File: src/rxlbt_params.svh
// Constants for the receive link input stage and its test tap
`ifndef RXLBT_PARAMS_SVH
`define RXLBT_PARAMS_SVH

// ----------------------------------------------------------------------
// Lane and frame structure
// ----------------------------------------------------------------------
`define RXLBT_LANES          32
`define RXLBT_SEL_W          5
`define RXLBT_SYNC_STAGES    2
`define RXLBT_T1_SLOTS       24
`define RXLBT_E1_SLOTS       31
`define RXLBT_T1_FIRST_SLOT  5'h00
`define RXLBT_T1_LAST_SLOT   5'h17
`define RXLBT_E1_FIRST_SLOT  5'h01
`define RXLBT_E1_LAST_SLOT   5'h1F
`define RXLBT_BIT_LAST       3'h7

// ----------------------------------------------------------------------
// Timing
// ----------------------------------------------------------------------
`define RXLBT_CLK_PERIOD_NS  10
`define RXLBT_LOW_RATE_MBPS  10
`define RXLBT_HIGH_RATE_MBPS 52
`define RXLBT_HIGH_LANES     3
`define RXLBT_LOW_BIT_CYC    ((1000 / `RXLBT_LOW_RATE_MBPS) / `RXLBT_CLK_PERIOD_NS)
`define RXLBT_INTERVAL_W     8
`define RXLBT_INTERVAL_MAX   8'hFF

// ----------------------------------------------------------------------
// Reset values and buffering
// ----------------------------------------------------------------------
`define RXLBT_FIFO_DEPTH     8
`define RXLBT_RST_SLOT       5'h00
`define RXLBT_RST_BIT        3'h0
`define RXLBT_RST_INTERVAL   8'h00

`endif

File: src/rxlbt_pkg.sv
// Types shared by the receive link input stage
package rxlbt_pkg;

  // Per-lane framing configuration
  typedef struct packed {
    logic channelised;
    logic is_e1;
  } rxlbt_cfg_t;

  // One received bit with its position in the frame
  typedef struct packed {
    logic [4:0] lane;
    logic       data;
    logic [4:0] slot;
    logic [2:0] bit_pos;
    logic       aligned;
    logic       channelised;
    logic       overrun;
  } rxlbt_word_t;

endpackage : rxlbt_pkg

File: src/rxlbt_top.sv
// Receive link input stage: 32 gapped-clock lanes, priority service, test tap
`include "rxlbt_params.svh"
`timescale 1ns/10ps
module rxlbt_top import rxlbt_pkg::*; #(
  parameter int LANES      = `RXLBT_LANES,
  parameter int FIFO_DEPTH = `RXLBT_FIFO_DEPTH
) (
  input  wire logic              clock,
  input  wire logic              nrst,
  input  wire logic [LANES-1:0]  rx_line_clock,
  input  wire logic [LANES-1:0]  rx_line_data,
  input  wire rxlbt_cfg_t [LANES-1:0] lane_cfg,
  input  wire logic              production_test_select,
  input  wire logic              bert_output_enable,
  input  wire logic [4:0]        bert_lane_select,
  output logic                   out_valid,
  input  wire logic              out_ready,
  output rxlbt_word_t            out_word,
  output logic      [LANES-1:0]  lane_aligned,
  output logic                   rx_bert_data_out,
  output logic                   rx_bert_data_oe,
  output logic                   rx_bert_clock_out,
  output logic                   rx_bert_clock_oe
);

  localparam int WORD_W = $bits(rxlbt_word_t);

  generate
    if (LANES < 1 || LANES > `RXLBT_LANES) begin : g_bad_lanes
      $error("rxlbt_top: LANES must lie between 1 and 32");
    end
    if (FIFO_DEPTH < 2) begin : g_bad_depth
      $error("rxlbt_top: FIFO_DEPTH must be at least 2");
    end
    // The gap test halves the period with a fixed slice
    if (`RXLBT_INTERVAL_W != 8) begin : g_bad_interval
      $error("rxlbt_top: interval counters must be 8 bits wide");
    end
  endgenerate

  // ----------------------------------------------------------------------
  // Reset release
  // ----------------------------------------------------------------------
  logic rst_meta;
  logic rst_n;

  always_ff @(posedge clock or negedge nrst) begin
    if (!nrst) begin
      rst_meta <= 1'b0;
      rst_n    <= 1'b0;
    end else begin
      rst_meta <= 1'b1;
      rst_n    <= rst_meta;
    end
  end

  // ----------------------------------------------------------------------
  // Pin synchronisers
  // ----------------------------------------------------------------------
  // Line clocks are sampled, not used as clocks; one sample per
  // phase needs a line clock well below half the system clock, so the
  // top rates of lanes 0..2 need a faster system clock than 100 MHz.
  // At 10 Mbit/s a lane keeps ten system clocks per bit, five per phase.
  logic [LANES-1:0] s_clk;
  logic [LANES-1:0] s_dat;
  logic [6:0]       s_ctl;

  rxlbt_sync #(.WIDTH(2 * LANES)) u_line_sync (
    .clock    (clock),
    .nrst     (rst_n),
    .async_in ({rx_line_clock, rx_line_data}),
    .sync_out ({s_clk, s_dat})
  );

  rxlbt_sync #(.WIDTH(7)) u_ctl_sync (
    .clock    (clock),
    .nrst     (rst_n),
    .async_in ({production_test_select, bert_output_enable, bert_lane_select}),
    .sync_out (s_ctl)
  );

  wire       test_mode = s_ctl[6];
  wire       bert_en   = s_ctl[5];
  wire [4:0] bert_sel  = s_ctl[4:0];
  wire       line_en   = ~test_mode;

  // ----------------------------------------------------------------------
  // Per-lane capture and alignment
  // ----------------------------------------------------------------------
  logic        [LANES-1:0] pend;
  logic        [LANES-1:0] last_bit;
  logic        [LANES-1:0] grant;
  rxlbt_word_t [LANES-1:0] word;

  genvar g;
  generate
    for (g = 0; g < LANES; g++) begin : g_lane
      logic                         clk_d;
      logic [`RXLBT_INTERVAL_W-1:0] interval;
      logic [`RXLBT_INTERVAL_W-1:0] period;
      logic                         have_period;
      logic [4:0]                   cur_slot;
      logic [2:0]                   cur_bit;
      logic                         aligned;
      logic                         started;

      wire rise    = s_clk[g] & ~clk_d;
      wire chan    = lane_cfg[g].channelised;
      wire e1      = lane_cfg[g].is_e1;
      wire [4:0] first_slot = e1 ? `RXLBT_E1_FIRST_SLOT : `RXLBT_T1_FIRST_SLOT;
      wire [4:0] last_slot  = e1 ? `RXLBT_E1_LAST_SLOT : `RXLBT_T1_LAST_SLOT;

      // A T1 framing gap spans two periods, an E1 slot-0 gap nine
      // A gap is an interval clearly longer than the running bit period
      wire [`RXLBT_INTERVAL_W:0] gap_limit = {1'b0, period} + {2'b00, period[7:1]};
      wire [`RXLBT_INTERVAL_W:0] cur_len   = {1'b0, interval} + 9'h001;
      wire gap      = have_period & (cur_len > gap_limit);
      wire sat      = (interval == `RXLBT_INTERVAL_MAX);

      // Position of the bit taken on this rising edge
      // Counting starts at the first slot on a lane's first edge and after a gap
      wire       restart  = gap | ~started;
      wire [4:0] now_slot = restart ? first_slot : cur_slot;
      wire [2:0] now_bit  = restart ? `RXLBT_RST_BIT : cur_bit;
      wire       slot_end = (now_bit == `RXLBT_BIT_LAST);
      wire       frm_end  = slot_end & (now_slot == last_slot);
      wire [4:0] next_slot = frm_end ? first_slot : (slot_end ? now_slot + 5'h01 : now_slot);
      wire [2:0] next_bit  = now_bit + 3'h1;
      wire       next_aligned = chan & (aligned | gap);

      rxlbt_word_t next_word;
      assign next_word.lane        = 5'(g);
      assign next_word.data        = s_dat[g];
      assign next_word.slot        = chan ? now_slot : `RXLBT_RST_SLOT;
      assign next_word.bit_pos     = chan ? now_bit : `RXLBT_RST_BIT;
      assign next_word.aligned     = chan & next_aligned;
      assign next_word.channelised = chan;
      // Overrun marks a bit that replaced one still waiting for service
      assign next_word.overrun     = pend[g] & ~grant[g];

      always_ff @(posedge clock or negedge rst_n) begin
        if (!rst_n) begin
          clk_d    <= 1'b0;
          interval <= `RXLBT_RST_INTERVAL;
        end else begin
          clk_d <= s_clk[g];
          if (rise) begin
            interval <= `RXLBT_RST_INTERVAL;
          end else if (!sat) begin
            interval <= interval + 8'h01;
          end
        end
      end

      // Stopped clocks saturate; the next edge then reads as a gap
      always_ff @(posedge clock or negedge rst_n) begin
        if (!rst_n) begin
          period      <= `RXLBT_RST_INTERVAL;
          have_period <= 1'b0;
        end else if (rise && !gap && !sat) begin
          period      <= interval + 8'h01;
          have_period <= 1'b1;
        end
      end

      always_ff @(posedge clock or negedge rst_n) begin
        if (!rst_n) begin
          cur_slot <= `RXLBT_RST_SLOT;
          cur_bit  <= `RXLBT_RST_BIT;
          aligned  <= 1'b0;
        end else if (!chan || test_mode) begin
          aligned <= 1'b0;
        end else if (rise) begin
          cur_slot <= next_slot;
          cur_bit  <= next_bit;
          aligned  <= next_aligned;
        end
      end

      // Slots are counted from the first edge but not trusted before a gap
      always_ff @(posedge clock or negedge rst_n) begin
        if (!rst_n) begin
          started <= 1'b0;
        end else if (!chan || test_mode) begin
          started <= 1'b0;
        end else if (rise) begin
          started <= 1'b1;
        end
      end

      // New bit wins over a grant in the same cycle
      always_ff @(posedge clock or negedge rst_n) begin
        if (!rst_n) begin
          pend[g]     <= 1'b0;
          last_bit[g] <= 1'b0;
          word[g]     <= '0;
        end else begin
          if (rise && line_en) begin
            pend[g]     <= 1'b1;
            last_bit[g] <= s_dat[g];
            word[g]     <= next_word;
          end else if (grant[g]) begin
            pend[g] <= 1'b0;
          end
        end
      end

      assign lane_aligned[g] = aligned;
    end
  endgenerate

  // ----------------------------------------------------------------------
  // Fixed-priority service
  // ----------------------------------------------------------------------
  // The lowest pending index wins; a busy low lane can starve those above it,
  // which is why fast links belong on low indices.
  logic                   fifo_in_ready;
  logic [LANES-1:0]       first_pend;
  logic [4:0]             win_idx;
  logic [WORD_W-1:0]      fifo_out;

  function automatic logic [4:0] rxlbt_encode(input logic [LANES-1:0] onehot);
    logic [4:0] idx;
    idx = '0;
    for (int i = 0; i < LANES; i++) begin
      if (onehot[i]) idx = 5'(i);
    end
    return idx;
  endfunction : rxlbt_encode

  assign first_pend = pend & (~pend + {{(LANES-1){1'b0}}, 1'b1});
  assign grant      = fifo_in_ready ? first_pend : '0;
  assign win_idx    = rxlbt_encode(first_pend);

  // Back-pressure only holds bits in pend; a second bit then marks overrun
  wire any_pend = |pend;

  // ----------------------------------------------------------------------
  // Output buffer
  // ----------------------------------------------------------------------
  rxlbt_fifo #(.WIDTH(WORD_W), .DEPTH(FIFO_DEPTH)) u_fifo (
    .clock     (clock),
    .rst_n     (rst_n),
    .in_valid  (any_pend),
    .in_ready  (fifo_in_ready),
    .in_data   (word[win_idx]),
    .out_valid (out_valid),
    .out_ready (out_ready),
    .out_data  (fifo_out)
  );

  assign out_word = rxlbt_word_t'(fifo_out);

  // ----------------------------------------------------------------------
  // Bit error rate test tap
  // ----------------------------------------------------------------------
  logic bert_clk;
  logic bert_dat;
  logic bert_oe;

  wire sel_clk  = s_clk[bert_sel];
  wire sel_fall = bert_clk & ~sel_clk;

  always_ff @(posedge clock or negedge rst_n) begin
    if (!rst_n) begin
      bert_clk <= 1'b0;
      bert_oe  <= 1'b0;
    end else begin
      bert_clk <= sel_clk;
      bert_oe  <= bert_en;
    end
  end

  // Data moves with the registered clock's fall, so it is steady at the rise
  always_ff @(posedge clock or negedge rst_n) begin
    if (!rst_n) begin
      bert_dat <= 1'b0;
    end else if (sel_fall) begin
      bert_dat <= last_bit[bert_sel];
    end
  end

  assign rx_bert_clock_out = bert_clk;
  assign rx_bert_clock_oe  = bert_oe;
  assign rx_bert_data_out  = bert_dat;
  assign rx_bert_data_oe   = bert_oe;

endmodule : rxlbt_top

File: src/rxlbt_sync.sv
// Two-flop synchroniser for a vector of unrelated levels
`timescale 1ns/10ps
module rxlbt_sync import rxlbt_pkg::*; #(
  parameter int WIDTH = 2
) (
  input  wire logic             clock,
  input  wire logic             nrst,
  input  wire logic [WIDTH-1:0] async_in,
  output logic      [WIDTH-1:0] sync_out
);

  logic [WIDTH-1:0] meta;

  generate
    if (WIDTH < 1) begin : g_bad_width
      $error("rxlbt_sync: WIDTH must be at least 1");
    end
  endgenerate

  // First stage feeds only the second stage
  always_ff @(posedge clock or negedge nrst) begin
    if (!nrst) begin
      meta     <= '0;
      sync_out <= '0;
    end else begin
      meta     <= async_in;
      sync_out <= meta;
    end
  end

endmodule : rxlbt_sync

File: src/rxlbt_fifo.sv
// Word FIFO held in flip-flops, valid and ready on both sides
`timescale 1ns/10ps
module rxlbt_fifo import rxlbt_pkg::*; #(
  parameter int WIDTH = 8,
  parameter int DEPTH = 8
) (
  input  wire logic             clock,
  input  wire logic             rst_n,
  input  wire logic             in_valid,
  output logic                  in_ready,
  input  wire logic [WIDTH-1:0] in_data,
  output logic                  out_valid,
  input  wire logic             out_ready,
  output logic      [WIDTH-1:0] out_data
);

  localparam int AW = (DEPTH > 1) ? $clog2(DEPTH) : 1;
  localparam int CW = $clog2(DEPTH + 1);

  logic [WIDTH-1:0] mem [DEPTH];
  logic [AW-1:0]    wr_ptr;
  logic [AW-1:0]    rd_ptr;
  logic [CW-1:0]    count;

  generate
    if (DEPTH < 2 || WIDTH < 1) begin : g_bad_size
      $error("rxlbt_fifo: DEPTH must be at least 2 and WIDTH at least 1");
    end
  endgenerate

  wire push       = in_valid & in_ready;
  wire pop        = out_valid & out_ready;
  wire wr_wrap    = (wr_ptr == AW'(DEPTH - 1));
  wire rd_wrap    = (rd_ptr == AW'(DEPTH - 1));
  wire [CW-1:0] next_count = count + CW'(push) - CW'(pop);

  assign in_ready  = (count != CW'(DEPTH));
  assign out_valid = (count != '0);
  assign out_data  = mem[rd_ptr];

  always_ff @(posedge clock or negedge rst_n) begin
    if (!rst_n) begin
      wr_ptr <= '0;
      rd_ptr <= '0;
      count  <= '0;
    end else begin
      if (push) wr_ptr <= wr_wrap ? '0 : wr_ptr + AW'(1);
      if (pop)  rd_ptr <= rd_wrap ? '0 : rd_ptr + AW'(1);
      count <= next_count;
    end
  end

  // Storage needs no reset; reads are gated by count
  always_ff @(posedge clock) begin
    if (push) mem[wr_ptr] <= in_data;
  end

endmodule : rxlbt_fifo

File: config.mk
export PLATFORM = sky130hd
export DESIGN_NAME = rxlbt_top
export DESIGN_NICKNAME = d
export VERILOG_FILES = /design/src/rxlbt_pkg.sv /design/src/rxlbt_top.sv /design/src/rxlbt_sync.sv /design/src/rxlbt_fifo.sv
export VERILOG_INCLUDE_DIRS = /design/src
export SDC_FILE = /design/constraint.sdc
export NUM_CORES = 2
export LEC_CHECK = 0
export ABC_CLOCK_PERIOD_IN_PS = 132200
export BUFFER_PORTS_ARGS = -buffer_cell sky130_fd_sc_hd__buf_4
export CAP_MARGIN = 0
export CORE_ASPECT_RATIO = 1.2
export CORE_MARGIN = 8
export CORE_UTILIZATION = 38
export DETAILED_ROUTE_END_ITERATION = 10
export PLACE_DENSITY = 0.49
export SYNTH_ARGS = -nofsm -noshare
export SYNTH_HDL_FRONTEND = slang
export SYNTH_SLANG_ARGS = --single-unit
File: constraint.sdc
create_clock -name clock -period 132.2 [get_ports clock]
set_clock_uncertainty 0.2 [all_clocks]
set_input_delay 19.83 -clock clock [delete_from_list [all_inputs] [get_ports clock]]
set_output_delay 19.83 -clock clock [all_outputs]
set_load 0.05 [all_outputs]
==> summary.md <==
| Metric | Value |
|---|---|
| Status | finished, final reports clean |
| Power consumption | 1960 uW |
| Unique cell type count in the Yosys netlist | 88 |
| P per Cell Area | 19.6 nW/um2 |
| Ys flop type | dfrtp_1 |
| Layout cell share with drive strength beyond 1 | 10.2% |
| Via-to-Cell Ratio | 5.34 |
| Final Hold Viols | 0 |
| Setup_tns | 0 ps |
| Net switching power | 724 uW |
| RSZ-0062 raised after global routing | false |
| CTS H-tree lvls | 4 |
| Netlist Area Pre-Place | 88,600 um2 |
| Area share of the largest cell type after synthesis | 42.4% |
| CTS tree | yes |
| Max-cap viol count | 0 |
| Final setup viols | 0 |
| Initial Util | 38.1% |
| Sw Share | a little under two fifths |
| Syn Area/Cell | 10.3 um2 |
| Worst EP arrival | 2840 ps |
| Number of gates resized after cts | 0 |
| DRT Pass-1 Iters | 7 |
| Clock Pin Slew Worst Setup and Hold Paths | 60 ps |
| Synth warn | 0 |
| Post-DP HPWL | 177,000 um |
| Setup slack, reg-to-reg | 126,040 ps |
| Fin crit period | roughly 23,000 ps |
| WP data required | 112,170 ps |
| Post-CTS repair timing setup buffer count | 0 |
| FMAX | around 0.044 GHz |
| Clock power share | 28.3% |
| Rows | 194 |
| Grt total ovfl | 0 |
| Most frequent cells after synthesis | dfrtp_1 (1,500), nand2_1 (990), ha_1 (714) |
| Crit path capture type | primary output |
| Hold Path Class | reg2reg |
| Final period util | 17.3% |
| Antenna violations before repair | 16 |
| CTS Buffer Depth | 4 |
| Max VDD drop | 0.0123 mV |
| Core area | 232,000 um2 |
| FFs w/ async S/R, synth | roughly nine tenths |
| Clock sink total | 1,636 |
| Vias in the first global route | around 65,000 |
| CTS Buf Count | approximately 190 |
| GRT Total Usage | 18.9% |
| Most numerous cell in the Yosys netlist | dfrtp_1 |
| Slew @ Worst Pin | 1430 ps |
| Mapped Cells | 8,636 |
| First-pass GRT wire length | 380,000 um |
| Wire per inst | 20.0 um |
| Slew margin rel. | 4.41% |
| Maximum fanout along the worst path | 37 |
| I/O Pins | 192 |
| Final Slew Violations | 0 |
| Post-synth EDFFs | 136 |
| Antenna-violating nets left | 0 |
| Leakage power | 0.0462 uW |
| Syn nets | 9,521 |
| Post-synthesis sequential area ratio | 47.0% |
| FILL cells | 22,256 |
| Cts hold-fix bufs | 0 |
| Comb power frac | 37.9% |
| Synth area leaders | dfrtp_1 (42%), ha_1 (10%), edfxtp_1 (4.6%), nand2_1 (4.2%), a21oi_1 (3.8%) |
| Reg power frac | 33.8% |
| Clk root buf | clkbuf_16 |
| Layout Area Growth over Synthesis | 12.7% |
| WS Path Type | reg2out |
| Pin count of the biggest net entering global routing | 176 |
| Final #Nets | 9,692 |
| Post-layout util | 43.0% |
| Routed wire length | 240,000 um |
| Worst Setup Start Kind | flip-flop |
| Chip width | 457 um |
| Die area | 249,000 um2 |
| Cell Int Power | 1240 uW |
| Die Y | 545 um |
| # port buffers | 191 |
| Initial DRC count | 3,655 |
| # DRC | 0 |
| Post-placement cell count | around 12,000 |
| Clock latency at the later pin of the worst-skew pair | 870 ps |
| Layout Cells excl Fill | 11,993 |
| Leading area contributor after synthesis | dfrtp_1 |
| Register bit total from synthesis | ~1,600 |
| Via count | approximately 64,000 |
| Routability congestion estimate | 0.922 |
## per-stage QoR
| stage | instance area, um2 | hold WS [ps] | setup WS [ps] |
|---|---|---|---|
| finish | 99800 | 137 | 109330 |
| detailed placement | 93300 | 135 | 110120 |
| global placement | 93300 | 134 | 110150 |
| floorplan | 88600 | 131 | 87090 |
| global route | 99800 | 148 | 109110 |
| CTS | 99800 | 143 | 109190 |
## placed cells by master (no fill, tap or decap), types with 25 or more instances in the layout
master and n:
inv_1 374, o21bai_1 46, a21oi_1 665, nand2b_1 195, xor2_1 237, nor2_1 593
a31oi_1 96, o31ai_1 45, mux4_2 54, clkbuf_16 197, ha_1 714, dfrtp_1 1494
or2_2 25, nor2b_1 169, fa_1 33, mux2i_1 141, nand3b_1 35, nand2_1 990
clkbuf_8 30, a22o_1 280, a21o_1 76, nor4_1 39, buf_4 271, mux2_2 209
and3_1 116, and2_1 125, o22ai_1 34, nand4_1 84, xnor2_1 223, nor3_1 43
clkinv_2 30, o21ai_0 411, edfxtp_1 136, clkbuf_1 38, o21a_1 117, a211oi_1 47
nand3_1 221
## metal layers
metal | track usage (%) | routed length, um | vias up
met4 | 6.05 | 8210 | 4
met2 | 32.6 | 115000 | 1089
li1 | - | - | 30946
met3 | 3.35 | 11300 | 379
met5 | 0 | 26 | -
met1 | 24.3 | 105000 | 31596
## power groups by stage
stage               clock network [uW]  registers (uW)  logic [uW]
finish                             555             663         742
floorplan                            0             655         552
global placement                     0             671         741
CTS                                574             664         755
global route                       592             675         838
detailed placement                   0             673         750
## worst paths after layout
check                                     start                       end  cells past startpoint
max in group asynchronous                  nrst                     rst_n                      1
min reg2reg                u_line_sync.meta[38]  u_line_sync.sync_out[38]                      0
min in group asynchronous                 rst_n       g_lane[6].period[2]                      0
min                        u_line_sync.meta[38]  u_line_sync.sync_out[38]                      0
max reg2reg                            pend[13]          u_fifo.mem[3][8]                     10
max                            u_fifo.rd_ptr[0]               out_word[8]                      4
## flip-flops by register name, summed over array words and instances, names as in the netlist, 64 cells and up
| name | cells |
|---|---|
| g_lane.cur_slot | 160 |
| g_lane.interval | 256 |
| u_line_sync.meta | 64 |
| u_line_sync.sync_out | 64 |
| g_lane.cur_bit | 96 |
| word | 415 |
| g_lane.period | 256 |
| u_fifo.mem | 136 |
## final cells by class
cell class              count  area [um2]  area share (%)
multi-input cells        6321       44300            44.4
clock buffers             265        5490            5.50
clock inverters            71        1020            1.02
inverters                 380        1430            1.43
repair buffers            274        2090            2.10
well taps                3038        3800            3.81
diodes                      8        20.0          0.0201
flip-flops and latches   1636       41600            41.7
## worst max-delay path: stages, from the launching register on
cell,delay [ps]
dfrtp_2,340
buf_4,570
mux4_2,590
mux2_2,300
buf_4,200
## cell families (layout without fill, tap and decap cells)
kind of cell | count (synthesis) | count (layout) | share of synthesized area [%]
adder cells (fa/ha/maj) | 747 | 747 | 10.8
multiplexers | 404 | 404 | 5.62
flip-flops | 1636 | 1636 | 47.0
XOR/XNOR | 460 | 460 | 4.55
buffers and inverters | 679 | 990 | 3.12
other | 1 | 9 | 0.00423
AND/OR/NAND/NOR | 2704 | 2704 | 14.4
AO/OA/AOI/OAI | 2005 | 2005 | 14.5
(Power assumes the default switching activity.)
